$ cat src/pkg/bls_pkg.sv
// Shared constants and types of the byte load/store execution unit
package bls_pkg;
  // Data path and register file
  localparam int DW = 24;
  localparam int BW = 8;
  localparam int NREG = 8;
  localparam int RIDX_W = 3;
  localparam logic [DW-1:0] RST_REG = 24'h000000;
  localparam logic [DW-1:0] STEP_ONE = 24'h000001;
  // Operation codes
  localparam int OP_W = 3;
  localparam logic [OP_W-1:0] OP_LD_SB = 3'h0;
  localparam logic [OP_W-1:0] OP_LOAD_UNSIGNED_BYTE = 3'h1;
  localparam logic [OP_W-1:0] OP_ST_B = 3'h2;
  localparam logic [OP_W-1:0] OP_MV_SB = 3'h3;
  localparam logic [OP_W-1:0] OP_MV_UB = 3'h4;
  // Addressing forms
  localparam int MODE_W = 3;
  localparam logic [MODE_W-1:0] MD_IND = 3'h0;
  localparam logic [MODE_W-1:0] MD_PINC = 3'h1;
  localparam logic [MODE_W-1:0] MD_PDEC = 3'h2;
  localparam logic [MODE_W-1:0] MD_PRED = 3'h3;
  localparam logic [MODE_W-1:0] MD_SPD = 3'h4;
  localparam logic [MODE_W-1:0] MD_ABS = 3'h5;
  // Immediate width forms
  localparam int EXT_W = 2;
  localparam logic [EXT_W-1:0] EX_BASIC = 2'h0;
  localparam logic [EXT_W-1:0] EX_20 = 2'h1;
  localparam logic [EXT_W-1:0] EX_24 = 2'h2;
  localparam int IMM_BASIC_W = 7;
  localparam int IMM_20_W = 20;
  // Access size codes on the memory port
  localparam int SZ_W = 2;
  localparam logic [SZ_W-1:0] SZ_BYTE = 2'h0;
  localparam logic [SZ_W-1:0] SZ_WORD = 2'h1;
  localparam logic [SZ_W-1:0] SZ_LONG = 2'h2;
  // Flags: N=0 Z=1 V=2 C=3 IE=4 IL=7..5
  localparam int FLW = 8;
  localparam logic [FLW-1:0] RST_FLAGS = 8'h00;
  // Sequencer states
  typedef enum logic [2:0] {
    ST_IDLE = 3'h1,
    ST_FETCH = 3'h2,
    ST_MEM = 3'h4
  } bls_state_type;
endpackage : bls_pkg

$ cat src/pkg/bls_rf_if.sv
// Register file access bundle between sequencer and register file
`timescale 1ns/100ps
`default_nettype none
interface bls_rf_if;
  import bls_pkg::*;
  logic [RIDX_W-1:0] ra_a;
  logic [RIDX_W-1:0] ra_b;
  logic [RIDX_W-1:0] ra_c;
  logic [DW-1:0] rd_a;
  logic [DW-1:0] rd_b;
  logic [DW-1:0] rd_c;
  logic we_a;
  logic [RIDX_W-1:0] wa_a;
  logic [DW-1:0] wd_a;
  logic we_b;
  logic [RIDX_W-1:0] wa_b;
  logic [DW-1:0] wd_b;
  modport core (output ra_a, ra_b, ra_c, we_a, wa_a, wd_a, we_b, wa_b, wd_b,
                input rd_a, rd_b, rd_c);
  modport rf (input ra_a, ra_b, ra_c, we_a, wa_a, wd_a, we_b, wa_b, wd_b,
              output rd_a, rd_b, rd_c);
endinterface : bls_rf_if
`default_nettype wire

$ cat src/verilog/bls_exec.sv
// Byte load/store execution unit: decode, address, access, write-back
`timescale 1ns/100ps
`default_nettype none
// ----------------------------------------------------------------
// How it works
// - Eight 24-bit general registers, any one usable as destination, source or base.
// - Signed byte load: byte in 7..0, bit 7 copied to 15..8, 23..16 cleared.
// - Post-increment: access at old base, then base plus one over 24 bits.
// - Post-decrement: access at old base, then base minus one over 24 bits.
// - Pre-decrement: base minus one first, access at the decremented address.
// - Signed load from stack pointer plus 7-bit displacement, sign-extended into 15..8.
// - Unsigned byte load: byte in 7..0, bits 15..8 and 23..16 cleared.
// - Unsigned load from stack pointer plus displacement zeroes upper sixteen bits.
// - Byte store writes source bits 7..0 only, same base adjustment as loads.
// - Extended forms take 20- or 24-bit immediates, absolute or stack relative.
// - Unsigned immediates are zero-extended over their own bit count.
// - Extended forms in a delay slot are refused; basic forms are accepted.
// - Access size codes: byte, 16-bit word, 32-bit long; byte used here.
// ----------------------------------------------------------------
module bls_exec (
  input wire logic CORE_CLK, // Core clock
  input wire logic SYS_RST, // Async reset, high
  input wire logic INS_VALID, // Instruction offered
  output logic INS_READY, // Unit idle
  input wire logic [bls_pkg::OP_W-1:0] INS_OP, // Operation
  input wire logic [bls_pkg::MODE_W-1:0] INS_MODE, // Addressing form
  input wire logic [bls_pkg::EXT_W-1:0] INS_EXT, // Immediate width form
  input wire logic INS_DELAY, // Instruction in delay slot
  input wire logic [bls_pkg::RIDX_W-1:0] INS_RD, // Destination index
  input wire logic [bls_pkg::RIDX_W-1:0] INS_RS, // Source index
  input wire logic [bls_pkg::RIDX_W-1:0] INS_RB, // Base index
  input wire logic [bls_pkg::DW-1:0] INS_IMM, // Raw immediate
  input wire logic [bls_pkg::DW-1:0] SP_VALUE, // Stack pointer
  output logic INS_DONE, // Completion pulse
  output logic INS_ILLEGAL, // Refusal pulse
  output logic MEM_REQ, // Access request
  output logic MEM_WE, // Write access
  output logic [bls_pkg::DW-1:0] MEM_ADDR, // Byte address
  output logic [bls_pkg::BW-1:0] MEM_WDATA, // Store byte
  output logic [bls_pkg::SZ_W-1:0] MEM_SIZE, // Access size code
  input wire logic MEM_ACK, // Access finished
  input wire logic [bls_pkg::BW-1:0] MEM_RDATA, // Load byte
  input wire logic RF_LD, // Preload a register
  input wire logic [bls_pkg::RIDX_W-1:0] RF_LD_SEL, // Preload index
  input wire logic [bls_pkg::DW-1:0] RF_LD_DATA, // Preload value
  input wire logic [bls_pkg::RIDX_W-1:0] DBG_SEL, // Observe index
  output logic [bls_pkg::DW-1:0] DBG_DATA, // Observed value
  input wire logic FLAGS_LD, // Load flag register
  input wire logic [bls_pkg::FLW-1:0] FLAGS_IN, // Flag value
  output logic [bls_pkg::FLW-1:0] FLAGS_OUT // Flag register
);
  import bls_pkg::*;

  // ----------------------------------------------------------------
  // Register file
  // ----------------------------------------------------------------
  bls_rf_if rf ();

  bls_regfile u_rf (
    .clk (CORE_CLK),
    .rst (SYS_RST),
    .rf (rf.rf)
  );

  // ----------------------------------------------------------------
  // Decode helpers
  // ----------------------------------------------------------------
  // zero-extend over stated width
  function automatic logic [DW-1:0] imm_zext(input logic [EXT_W-1:0] ext,
                                             input logic [DW-1:0] imm);
    logic [DW-1:0] v;
    v = imm;
    case (ext)
      EX_BASIC: v = {{(DW-IMM_BASIC_W){1'b0}}, imm[IMM_BASIC_W-1:0]};
      EX_20: v = {{(DW-IMM_20_W){1'b0}}, imm[IMM_20_W-1:0]};
      default: v = imm;
    endcase
    return v;
  endfunction : imm_zext

  // extended forms refused in a delay slot
  function automatic logic ins_legal(input logic [OP_W-1:0] op,
                                     input logic [MODE_W-1:0] md,
                                     input logic [EXT_W-1:0] ext,
                                     input logic dly);
    logic ok;
    ok = 1'b1;
    if (op > OP_MV_UB || md > MD_ABS || ext > EX_24) begin
      ok = 1'b0;
    end
    if (ext != EX_BASIC && (dly || md < MD_SPD || op >= OP_MV_SB)) begin
      ok = 1'b0;
    end
    return ok;
  endfunction : ins_legal

  // sign copy into 15..8, 23..16 clear
  function automatic logic [DW-1:0] byte_ext(input logic sgn, input logic [BW-1:0] b);
    return {8'h00, {BW{sgn & b[BW-1]}}, b};
  endfunction : byte_ext

  // ----------------------------------------------------------------
  // Sequencer state
  // ----------------------------------------------------------------
  bls_state_type state_r, state_nxt;
  logic [OP_W-1:0] op_r, op_nxt;
  logic [MODE_W-1:0] mode_r, mode_nxt;
  logic [RIDX_W-1:0] rd_r, rd_nxt;
  logic [RIDX_W-1:0] rb_r, rb_nxt;
  logic [DW-1:0] imm_r, imm_nxt;
  logic req_r, req_nxt;
  logic we_r, we_nxt;
  logic [DW-1:0] addr_r, addr_nxt;
  logic [BW-1:0] wdata_r, wdata_nxt;
  logic done_r, done_nxt;
  logic ill_r, ill_nxt;
  logic [FLW-1:0] flags_r, flags_nxt;
  logic take;
  logic is_load, is_signed, is_move;
  logic [DW-1:0] ea;

  assign INS_READY = (state_r == ST_IDLE) && !RF_LD;
  assign take = INS_VALID && INS_READY;
  assign is_load = (op_r == OP_LD_SB) || (op_r == OP_LOAD_UNSIGNED_BYTE);
  assign is_signed = (op_r == OP_LD_SB) || (op_r == OP_MV_SB);
  assign is_move = (op_r == OP_MV_SB) || (op_r == OP_MV_UB);

  // Effective address from base, stack pointer or immediate
  always_comb begin
    case (mode_r)
      MD_PRED: ea = rf.rd_a - STEP_ONE;
      MD_SPD: ea = SP_VALUE + imm_r;
      MD_ABS: ea = imm_r;
      default: ea = rf.rd_a;
    endcase
  end

  // ----------------------------------------------------------------
  // Next-state logic
  // ----------------------------------------------------------------
  always_comb begin
    state_nxt = state_r;
    op_nxt = op_r;
    mode_nxt = mode_r;
    rd_nxt = rd_r;
    rb_nxt = rb_r;
    imm_nxt = imm_r;
    req_nxt = req_r;
    we_nxt = we_r;
    addr_nxt = addr_r;
    wdata_nxt = wdata_r;
    done_nxt = 1'b0;
    ill_nxt = 1'b0;
    flags_nxt = flags_r;
    rf.ra_a = INS_RB;
    rf.ra_b = INS_RS;
    rf.ra_c = DBG_SEL;
    rf.we_a = 1'b0;
    rf.wa_a = rd_r;
    rf.wd_a = RST_REG;
    rf.we_b = 1'b0;
    rf.wa_b = rb_r;
    rf.wd_b = RST_REG;
    // flags only change by explicit load
    if (FLAGS_LD && state_r == ST_IDLE) begin
      flags_nxt = FLAGS_IN;
    end
    case (state_r)
      ST_IDLE: begin
        if (RF_LD) begin
          rf.we_b = 1'b1;
          rf.wa_b = RF_LD_SEL;
          rf.wd_b = RF_LD_DATA;
        end else if (take) begin
          if (ins_legal(INS_OP, INS_MODE, INS_EXT, INS_DELAY)) begin
            op_nxt = INS_OP;
            mode_nxt = INS_MODE;
            rd_nxt = INS_RD;
            rb_nxt = INS_RB;
            imm_nxt = imm_zext(INS_EXT, INS_IMM);
            state_nxt = ST_FETCH;
          end else begin
            ill_nxt = 1'b1;
          end
        end
      end
      ST_FETCH: begin
        if (is_move) begin
          rf.we_a = 1'b1;
          rf.wd_a = byte_ext(is_signed, rf.rd_b[BW-1:0]);
          done_nxt = 1'b1;
          state_nxt = ST_IDLE;
        end else begin
          req_nxt = 1'b1;
          we_nxt = !is_load;
          addr_nxt = ea;
          // store low byte of source only
          wdata_nxt = rf.rd_b[BW-1:0];
          state_nxt = ST_MEM;
        end
      end
      ST_MEM: begin
        if (MEM_ACK) begin
          req_nxt = 1'b0;
          we_nxt = 1'b0;
          done_nxt = 1'b1;
          state_nxt = ST_IDLE;
          rf.we_a = is_load;
          rf.wd_a = byte_ext(is_signed, MEM_RDATA);
          rf.we_b = (mode_r == MD_PINC) || (mode_r == MD_PDEC) || (mode_r == MD_PRED);
          case (mode_r)
            MD_PINC: rf.wd_b = addr_r + STEP_ONE;
            MD_PDEC: rf.wd_b = addr_r - STEP_ONE;
            default: rf.wd_b = addr_r;
          endcase
        end
      end
      default: begin
        state_nxt = ST_IDLE;
      end
    endcase
  end

  // ----------------------------------------------------------------
  // State registers
  // ----------------------------------------------------------------
  always_ff @(posedge CORE_CLK or posedge SYS_RST) begin
    if (SYS_RST) begin
      state_r <= ST_IDLE;
      op_r <= OP_LD_SB;
      mode_r <= MD_IND;
      rd_r <= '0;
      rb_r <= '0;
      imm_r <= RST_REG;
      req_r <= 1'b0;
      we_r <= 1'b0;
      addr_r <= RST_REG;
      wdata_r <= 8'h00;
      done_r <= 1'b0;
      ill_r <= 1'b0;
      flags_r <= RST_FLAGS;
    end else begin
      state_r <= state_nxt;
      op_r <= op_nxt;
      mode_r <= mode_nxt;
      rd_r <= rd_nxt;
      rb_r <= rb_nxt;
      imm_r <= imm_nxt;
      req_r <= req_nxt;
      we_r <= we_nxt;
      addr_r <= addr_nxt;
      wdata_r <= wdata_nxt;
      done_r <= done_nxt;
      ill_r <= ill_nxt;
      flags_r <= flags_nxt;
    end
  end

  assign MEM_REQ = req_r;
  assign MEM_WE = we_r;
  assign MEM_ADDR = addr_r;
  assign MEM_WDATA = wdata_r;
  assign MEM_SIZE = SZ_BYTE;
  assign INS_DONE = done_r;
  assign INS_ILLEGAL = ill_r;
  assign DBG_DATA = rf.rd_c;
  assign FLAGS_OUT = flags_r;
endmodule : bls_exec
`default_nettype wire

$ cat src/verilog/bls_regfile.sv
// Eight 24-bit general registers, registered reads, two write ports
`timescale 1ns/100ps
`default_nettype none
module bls_regfile (
  input wire logic clk, // Core clock
  input wire logic rst, // Async reset, high
  bls_rf_if.rf rf // Access bundle
);
  import bls_pkg::*;
  logic [DW-1:0] regs_r [NREG];
  logic [DW-1:0] regs_nxt [NREG];
  logic [DW-1:0] rda_r, rdb_r, rdc_r;

  // Port A wins when both ports hit one register
  always_comb begin
    for (int i = 0; i < NREG; i++) begin
      regs_nxt[i] = regs_r[i];
      if (rf.we_b && rf.wa_b == RIDX_W'(i)) begin
        regs_nxt[i] = rf.wd_b;
      end
      if (rf.we_a && rf.wa_a == RIDX_W'(i)) begin
        regs_nxt[i] = rf.wd_a;
      end
    end
  end

  always_ff @(posedge clk or posedge rst) begin
    if (rst) begin
      for (int i = 0; i < NREG; i++) begin
        regs_r[i] <= RST_REG;
      end
      rda_r <= RST_REG;
      rdb_r <= RST_REG;
      rdc_r <= RST_REG;
    end else begin
      regs_r <= regs_nxt;
      rda_r <= regs_r[rf.ra_a];
      rdb_r <= regs_r[rf.ra_b];
      rdc_r <= regs_r[rf.ra_c];
    end
  end

  assign rf.rd_a = rda_r;
  assign rf.rd_b = rdb_r;
  assign rf.rd_c = rdc_r;
endmodule : bls_regfile
`default_nettype wire
$ cat config.mk
export PLATFORM = sky130hd
export DESIGN_NAME = bls_exec
export DESIGN_NICKNAME = d
export VERILOG_FILES = /design/src/pkg/bls_pkg.sv /design/src/pkg/bls_rf_if.sv /design/src/verilog/bls_exec.sv /design/src/verilog/bls_regfile.sv
export SDC_FILE = /design/constraint.sdc
export NUM_CORES = 1
export LEC_CHECK = 0
export BUFFER_PORTS_ARGS = -buffer_cell sky130_fd_sc_hd__buf_2
export CORE_MARGIN = 4
export CORE_UTILIZATION = 50
export CTS_CLUSTER_DIAMETER = 150
export DETAILED_ROUTE_END_ITERATION = 6
export PLACE_DENSITY = 0.82
export SYNTH_ARGS = -nofsm -noshare
export SYNTH_HDL_FRONTEND = slang
export SYNTH_SLANG_ARGS = --single-unit
$ cat constraint.sdc
create_clock -name CORE_CLK -period 9.35 [get_ports CORE_CLK]
set_input_delay 0.935 -clock CORE_CLK [delete_from_list [all_inputs] [get_ports CORE_CLK]]
set_output_delay 0.935 -clock CORE_CLK [all_outputs]
set_load 0.005 [all_outputs]
* Word-level counts from Yosys, hierarchy flattened
Index checks and enable logic that the tools add are counted.
Word-level totals: register bits 331, output and inout bits 71, input port bits 118, word-level logic and storage cells 187
Cells by class: equality and inequality tests 31, bitwise operators 7, multiplexer cells 64, add/sub/neg operators 4, order comparisons 8, reductions and logical operators 49
Operators with widths (count):
- 24-bit 2-to-1 mux | 22
- 24-bit binary-select mux with 3-bit select | 3
- 24-bit one-hot mux with 2 select lines | 3
- 24-bit one-hot mux with 3 select lines | 1
- 24-bit by 1-bit subtractor with 24-bit output, second input constant | 2
- 3-bit == test, second input constant | 12
- 16-bit 2-to-1 mux | 2
- 16-bit one-hot mux with 2 select lines | 1
- 24-bit by 1-bit adder with 24-bit output, second input constant | 1
- 24-bit adder | 1
- 3-bit by 2-bit == test with 1-bit output, second input constant | 8
- 3-bit 2-to-1 mux | 7
- 1-bit logical AND | 20
- 2-bit nonzero test | 10
- 1-bit 2-to-1 mux | 17
- 8-bit 2-to-1 mux | 2
- 3-bit by 1-bit == test with 1-bit output, second input constant | 5
- 4-bit greater-or-equal comparator, second input constant | 3
- 3-bit inverter with 4-bit output | 3
- 1-bit one-hot mux with 2 select lines | 5
- 3-bit zero test | 3
- 1-bit logical OR | 9
- 3-bit one-hot mux with 3 select lines | 1
- 2-bit inequality test, second input constant | 4
- 13 further kinds | 18

* Logic depth before layout (Yosys ltp)
Gate-level depths: netlist (run 1).
depth after elaboration 12, gate-level depth with buffers 13, mapped depth without buffers 12

* By module
A second synthesis (run 1) with hierarchy kept.
Second synthesis, totals: cells, all modules 2118, area total of the unflattened synthesis 22410.2 sq um
Modules (own cells, without submodules):
- bls_regfile | area an instance 15416.0 sq um, times used 1, sequential area each 6606.3 sq um, cells an instance 1223
- bls_exec | area an instance 6994.2 sq um, times used 1, sequential area each 2078.2 sq um, cells an instance 895

* Worst setup path after synthesis (run 1)
Ideal clock, no wire load.
kind reg-to-reg, start register mode_r[0], end register u_rf.regs_r[119] (netlist bit), clock period less this slack 4051 ps, setup time 67 ps, data required time 9283 ps, path slack 5299 ps, stages on the path, launching flop included 13, arrival time 3985 ps, path buffers 1, cell sequence dfrtp_1 -> clkbuf_1 -> nor2_1 -> ha_1 -> a21o_1 -> a21o_1 -> a21oi_1 -> a31oi_2 -> a2bb2oi_2 -> mux2i_1 -> nor4_2 -> mux2i_2 -> a22o_1
Between the ends: word-level cells in the longest chain between the ends 7, elaborated cells on any way between the ends 14, classes of those cells eq/ne (3); mux (7); reduce/logical (4)
RTL lines:
- start, declared | line bls_exec.sv:107 | logic [MODE_W-1:0] mode_r, mode_nxt;
- start signal, assigned | line bls_exec.sv:245 | mode_r <= mode_nxt;
- branches (longest 7 deep; another with 24-bit one-hot mux with 2 select lines)
- end signal, assigned | line bls_regfile.sv:36 | regs_r <= regs_nxt;
- end, declared | line bls_regfile.sv:10 | logic [DW-1:0] regs_r [NREG];
Parallel ways; which one is timed is not known. The select of a mux whose other input is x is not followed. A chain may end at the register's enable or synchronous reset.

* Worst setup path after layout (run 1)
start register mode_r[1], end register u_rf.regs_r[143] (netlist bit)
Same word-level chain as after synthesis.

==> results of run 1 <==
==> final cells by class <==
type / count / area [µm²] / area share
timing repair buffer: 212 / 1150 / 0.0515
antenna: 3 / 7.51 / 0.000335
sequential: 331 / 8280 / 0.370
clock inverter: 8 / 100 / 0.00447
inverter: 19 / 75.1 / 0.00335
multi-input combinational: 1450 / 11000 / 0.493
tap: 518 / 648 / 0.0289
clock buffer: 55 / 1080 / 0.0484
==> worst max path at each step <==
stage	startpoint	to	slack (ps)	cells past startpoint
after floorplan	SYS_RST	FLAGS_OUT[0]	4000	1
after global placement	mode_r[1]	u_rf.regs_r[143]	5120	13
after detailed placement	mode_r[1]	u_rf.regs_r[108]	5020	13
after CTS	mode_r[1]	u_rf.regs_r[108]	4940	13
after global routing	mode_r[1]	u_rf.regs_r[184]	4680	13
final	mode_r[1]	u_rf.regs_r[143]	4860	13
==> synth_stat cells, types with 21 or more instances <==
| cell type | count | area [µm²] |
|---|---|---|
| o211ai_1 | 55 | 413 |
| o21ai_0 | 100 | 500 |
| a21o_1 | 23 | 173 |
| xnor2_1 | 29 | 254 |
| buf_2 | 36 | 180 |
| a21oi_1 | 87 | 435 |
| nor3_1 | 21 | 105 |
| mux4_2 | 112 | 2520 |
| nand2_1 | 284 | 1070 |
| o21ai_1 | 113 | 566 |
| a211oi_1 | 43 | 323 |
| clkbuf_1 | 78 | 293 |
| nor2_1 | 115 | 432 |
| ha_1 | 46 | 576 |
| mux2_2 | 65 | 732 |
| mux2i_1 | 33 | 330 |
| a22oi_1 | 21 | 158 |
| nand3_1 | 35 | 175 |
| dfrtp_1 | 330 | 8260 |
==> logic make-up (layout without fill, tap and decap cells) <==
logic type,Yosys count,count (layout),share of synthesized area
flip-flops,331,331,0.416
other,1,5,0.000188
buffers and inverters,152,294,0.0313
AND/OR/NAND/NOR,563,563,0.130
adder cells (fa/ha/maj),48,48,0.0309
multiplexers,211,211,0.181
AO/OA/AOI/OAI,584,584,0.193
XOR/XNOR,42,42,0.0185
==> stage by stage <==
step / utilization / cells / worst slack (ps) / hold slack [ps] / power (mW)
after floorplan: - / 1933 / 4000 / 440 / 3.83
after global placement: 0.543 / 2530 / 5120 / 456 / 4.39
after global routing: 0.574 / 2593 / 4680 / 496 / 6.30
final: 0.574 / 2596 / 4860 / 478 / 6.00
after detailed placement: 0.543 / 2530 / 5020 / 464 / 4.49
after CTS: 0.574 / 2593 / 4940 / 475 / 5.95
==> power by group through the flow <==
stage | sequential, mW | clock, mW | combinational (mW)
after detailed placement | 2.35 | 0 | 2.14
after global placement | 2.31 | 0 | 2.08
after floorplan | 2.19 | 0 | 1.64
final | 2.36 | 1.44 | 2.19
after CTS | 2.34 | 1.45 | 2.16
after global routing | 2.41 | 1.52 | 2.37
==> layer usage <==
layer | GRT usage | up-vias | wire length [µm]
met4 | 0.151 | 2 | 3900
met1 | 0.404 | 8604 | 24800
met5 | 0 | - | 7
met2 | 0.465 | 1255 | 30300
li1 | - | 7508 | -
met3 | 0.0840 | 289 | 8240
==> registers in the layout, summed over array words and instances (netlist names), 8 cells and up <==
name and count:
MEM_WDATA 8, imm_r 24, u_rf.rf.rd_b 8, u_rf.rf.rd_a 24, FLAGS_OUT 8, u_rf.rf.rd_c 24, MEM_ADDR 24, u_rf.regs_r 192
==> worst max-delay path, cell delays in order (launching register included) <==
cell and delay (ps):
dfrtp_1 650, nand2b_1 460, nor2_2 180, buf_4 330, ha_1 370, a21o_1 220, a21o_1 180, a21oi_1 280
a31oi_2 170, a2bb2oi_2 210, mux2i_1 160, nor4_2 390, mux2i_2 570, a22o_1 230
==> metrics.csv, run 1 <==
metric,value,unit
antenna_left,0,
layout-drive-gt1-share,0.235,
syn_to_final_growth,12.4,%
ys_ff_latch,331,
drc_errors,3,
syn_area,0.0199,mm²
ys_dominant_reg_cell,dfrtp_1,
finalMaxSlewViolations,0,
tns,0,ps
timing.final.crit_period,4490,ps
rr_endpoint,u_rf.regs_r[143],
place.gp.congestion,0.993,
num_rows,72,
regToRegSetupSlack,4860,ps
post_cts_buffers,0,
cap_violations,0,
dieArea,0.0431,mm²
antenna_found_initial,4,
post_synth_num_cell_types,90,
post_cts_resized,0,
crit_required,9840,ps
holdBufCountCts,0,
p_int,3.81,mW
synth-edff-count,0,
nets,2217,
die-width,208,µm
wl_per_cell,25.9,µm
synth_cells,1932,
async_flop_share,1.00,
holdPathEnd,MEM_WDATA[5],
num_io_pins,189,
first_iter_violations,2366,
hold_depth,2,
status,"finished, violations left",
hp-class,flip-flop to flip-flop,
tightestPinTransition,1320,ps
ir_drop,168,µV
grt_usage,0.305,
seqPwrFrac,0.394,
path_max_fanout,27,
final_cell_mix,"dfrtp_1, nand2_1, buf_2, o21ai_1",
totalWireLength,67.3,mm
violations,design-rule violations,
worst_setup_path_end_kind,flip-flop,
fillers,3183,
clkLatencyLatePin,560,ps
cp.arrival,4980,ps
cts_tree,done,
avgViaCountPerCell,6.80,
die_h,208,µm
grt_max_degree,171,
numCtsBuffers,37,
grt_pass1_wl,103,mm
htreeDepth,2,
vias,17658,
seq_area_frac_synth,0.416,
final_common_cell,dfrtp_1,
syn_area_per_cell,10.3,µm²
swShare,0.365,
worstSetupStartpointType,flip-flop,
setup_viol,0,
period_share,0.480,
design_area,0.0224,mm²
rr_worst_depth,13,
place_area,0.0212,mm²
grt_pass1_vias,17475,
cts_root_buf,clkbuf_16,
clockPowerShare,0.240,
yosysWarnings,0,
min_from,u_rf.rf.rd_b[5],
portBuffers,186,
coreArea,0.0390,mm²
grt.overflow.total,0,
worstReg2RegStart,mode_r[1],
fin_skew,21.0,ps
dp_hpwl,45.3,mm
hold_viol_final,0,
clock_path_buffers,3,
worst-setup-path-type,flip-flop to flip-flop,
clk_pin_slew_worst_paths,60,ps
power_switching,2.19,mW
drt_pass1_iterations,7,
leakagePower,9.42,nW
cts_sinks,331,
power.density,268,mW/mm²
start_util,0.511,
slew_headroom,0.118,
grt_setup_unrepaired,false,
max_freq,223,MHz
combPwrFrac,0.366,
Note: power is estimated with default switching activity, not from simulation.
==> run 2, diff against run 1 <==
- PLACE_DENSITY: 0.82 -> 0.79
- clock period: 9.35 -> 4.25 ns (I/O delays scaled with it)
==> metrics.csv, run 2 (same netlist as run 1, synthesis figures left out) <==
metric,value,unit,change
holdBufCountCts,1,,+1
layout-drive-gt1-share,0.244,,+0.00887
grt_setup_unrepaired,false,,
power.density,593,mW/mm²,+120%
worstSetupStartpointType,flip-flop,,
dp_slack,367,ps,-4650 ps
setup_slack,312,ps,-4550 ps
numCtsBuffers,38,,+2.7%
cts_tree,done,,
period_share,0.927,,+0.447
clk_pin_slew_worst_paths,60,ps,about the same
hold_viol_final,0,,unchanged
post_cts_buffers,0,,unchanged
top_register,u_rf.regs_r,,
drc_errors,0,,-3
rr_worst_depth,12,,-1
totalWireLength,67.3,mm,about the same
setup_viol,0,,unchanged
crit_path_end,u_rf.regs_r[66],,
die_h,208,µm,unchanged
tightestPinTransition,1160,ps,-161 ps
avgViaCountPerCell,6.73,,-1.1%
regToRegSetupSlack,310,ps,-4550 ps
num_io_pins,189,,unchanged
portBuffers,186,,unchanged
crit_required,4610,ps,-5230 ps
worst_setup_path_end_kind,flip-flop,,
first_iter_violations,2510,,+6.1%
nets,2237,,+0.90%
slew_headroom,0.223,,+0.105
timing.final.crit_period,3940,ps,-550 ps
coreArea,0.0390,mm²,unchanged
cts_sinks,331,,unchanged
max_freq,254,MHz,+14%
clkLatencyLatePin,540,ps,-20 ps
cp.arrival,4300,ps,-680 ps
worstReg2RegStart,mode_r[2],,
antenna_found_initial,3,,-1
grt_usage,0.306,,+0.00111
finalMaxSlewViolations,0,,unchanged
antenna_left,0,,unchanged
htreeDepth,2,,unchanged
grt_pass1_vias,17537,,+0.35%
diodes,0,,-3
drt_pass1_iterations,6,,-1
crit_start,mode_r[2],,
num_rows,72,,unchanged
largest_register_ffs,192,,unchanged
dp_hpwl,46.2,mm,+2.0%
clock_path_buffers,3,,unchanged
grt_max_degree,115,,-33%
final_cell_mix,"dfrtp_1, nand2_1, buf_2, nor2_1, o21ai_1",,
fin_skew,14.8,ps,-6.14 ps
rr_endpoint,u_rf.regs_r[66],,
status,completed,,
wl_per_cell,25.7,µm,-0.69%
path_max_fanout,14,,-48%
dieArea,0.0431,mm²,unchanged
hp-class,input port to flip-flop,,
post_cts_resized,0,,unchanged
ir_drop,358,µV,+110%
fillers,3190,,+0.22%
regArea,0.00828,mm²,unchanged
die-width,208,µm,unchanged
final_common_cell,dfrtp_1,,
worst-setup-path-type,flip-flop to flip-flop,,
multi_input_area,0.0110,mm²,-0.11%
leakagePower,9.57,nW,+1.6%
place.gp.congestion,0.984,,-0.99%
cap_violations,0,,unchanged
grt_pass1_wl,104,mm,+0.79%
vias,17600,,-0.33%
start_util,0.511,,unchanged
grt.overflow.total,0,,unchanged
finalPower,13.4,mW,+120%
syn_to_final_growth,13.5,%,
cts_root_buf,clkbuf_16,,
## run 2: cell count changes in the layout (fill, tap and decap cells not counted), sizes merged
cell         change
clkinvlp         +1
dlygate4sd3      +1
diode            -3
clkinv           +3
bufinv           +1
buf             +18
clkbuf           -1
## run 2: cell type report
type | count | area share
multi-input combinational | 1450 | 0.487
inverter | 19 | 0.00332
tap | 518 | 0.0287
timing repair buffer | 231 | 0.0581
sequential | 331 | 0.366
clock inverter | 13 | 0.00570
clock buffer | 54 | 0.0506
## run 2: how the worst min path moves through the flow
stage,start,endpoint,slack (ps),cells after the start
2_1_floorplan,u_rf.rf.rd_b[0],MEM_WDATA[0],440,2
3_3_place_gp,MEM_WDATA[3],MEM_WDATA[3],450,2
3_5_place_dp,MEM_WDATA[2],MEM_WDATA[2],460,2
4_1_cts,INS_IMM[1],imm_r[1],60,3
5_1_grt,INS_IMM[1],imm_r[1],90,3
6_report,INS_IMM[1],imm_r[1],80,3
## run 2: worst max-delay path, stage by stage, from the launching register on
cell and delay (ps):
dfrtp_1 370, nand2b_1 170, nor2_2 520, ha_1 430
a211oi_2 290, o21bai_1 160, o22a_4 320, o211ai_4 210
a31oi_4 130, xnor2_1 170, a211oi_1 100, a21oi_1 710
a211oi_1 180
## run 2: routing by layer
| layer | global-route usage | routed length (µm) | vias up |
|---|---|---|---|
| li1 | - | - | 7553 |
| met1 | 0.406 | 25000 | 8572 |
| met2 | 0.468 | 30300 | 1215 |
| met3 | 0.0839 | 8370 | 254 |
| met4 | 0.148 | 3690 | 6 |
| met5 | 0 | 40 | - |
## run 2: where the power goes
part	switching (mW)	leakage, nW	total (mW)	internal [mW]
Sequential	1.02	3.98	5.20	4.18
Clock	1.36	0.625	3.36	2.00
Combinational	2.46	4.96	4.85	2.39
Total	4.84	9.57	13.4	8.57
## run 2: through the flow
step / hold WS, ps / cells / utilization / TNS (ps) / cell area, µm²
3_3_place_gp: 454 / 2548 / 0.547 / 0 / 21300
6_report: 75.8 / 2616 / 0.580 / 0 / 22600
2_1_floorplan: 440 / 1933 / - / -196300 / 19900
5_1_grt: 87.7 / 2616 / 0.580 / 0 / 22600
3_5_place_dp: 457 / 2548 / 0.547 / 0 / 21300
4_1_cts: 62.3 / 2616 / 0.580 / 0 / 22600
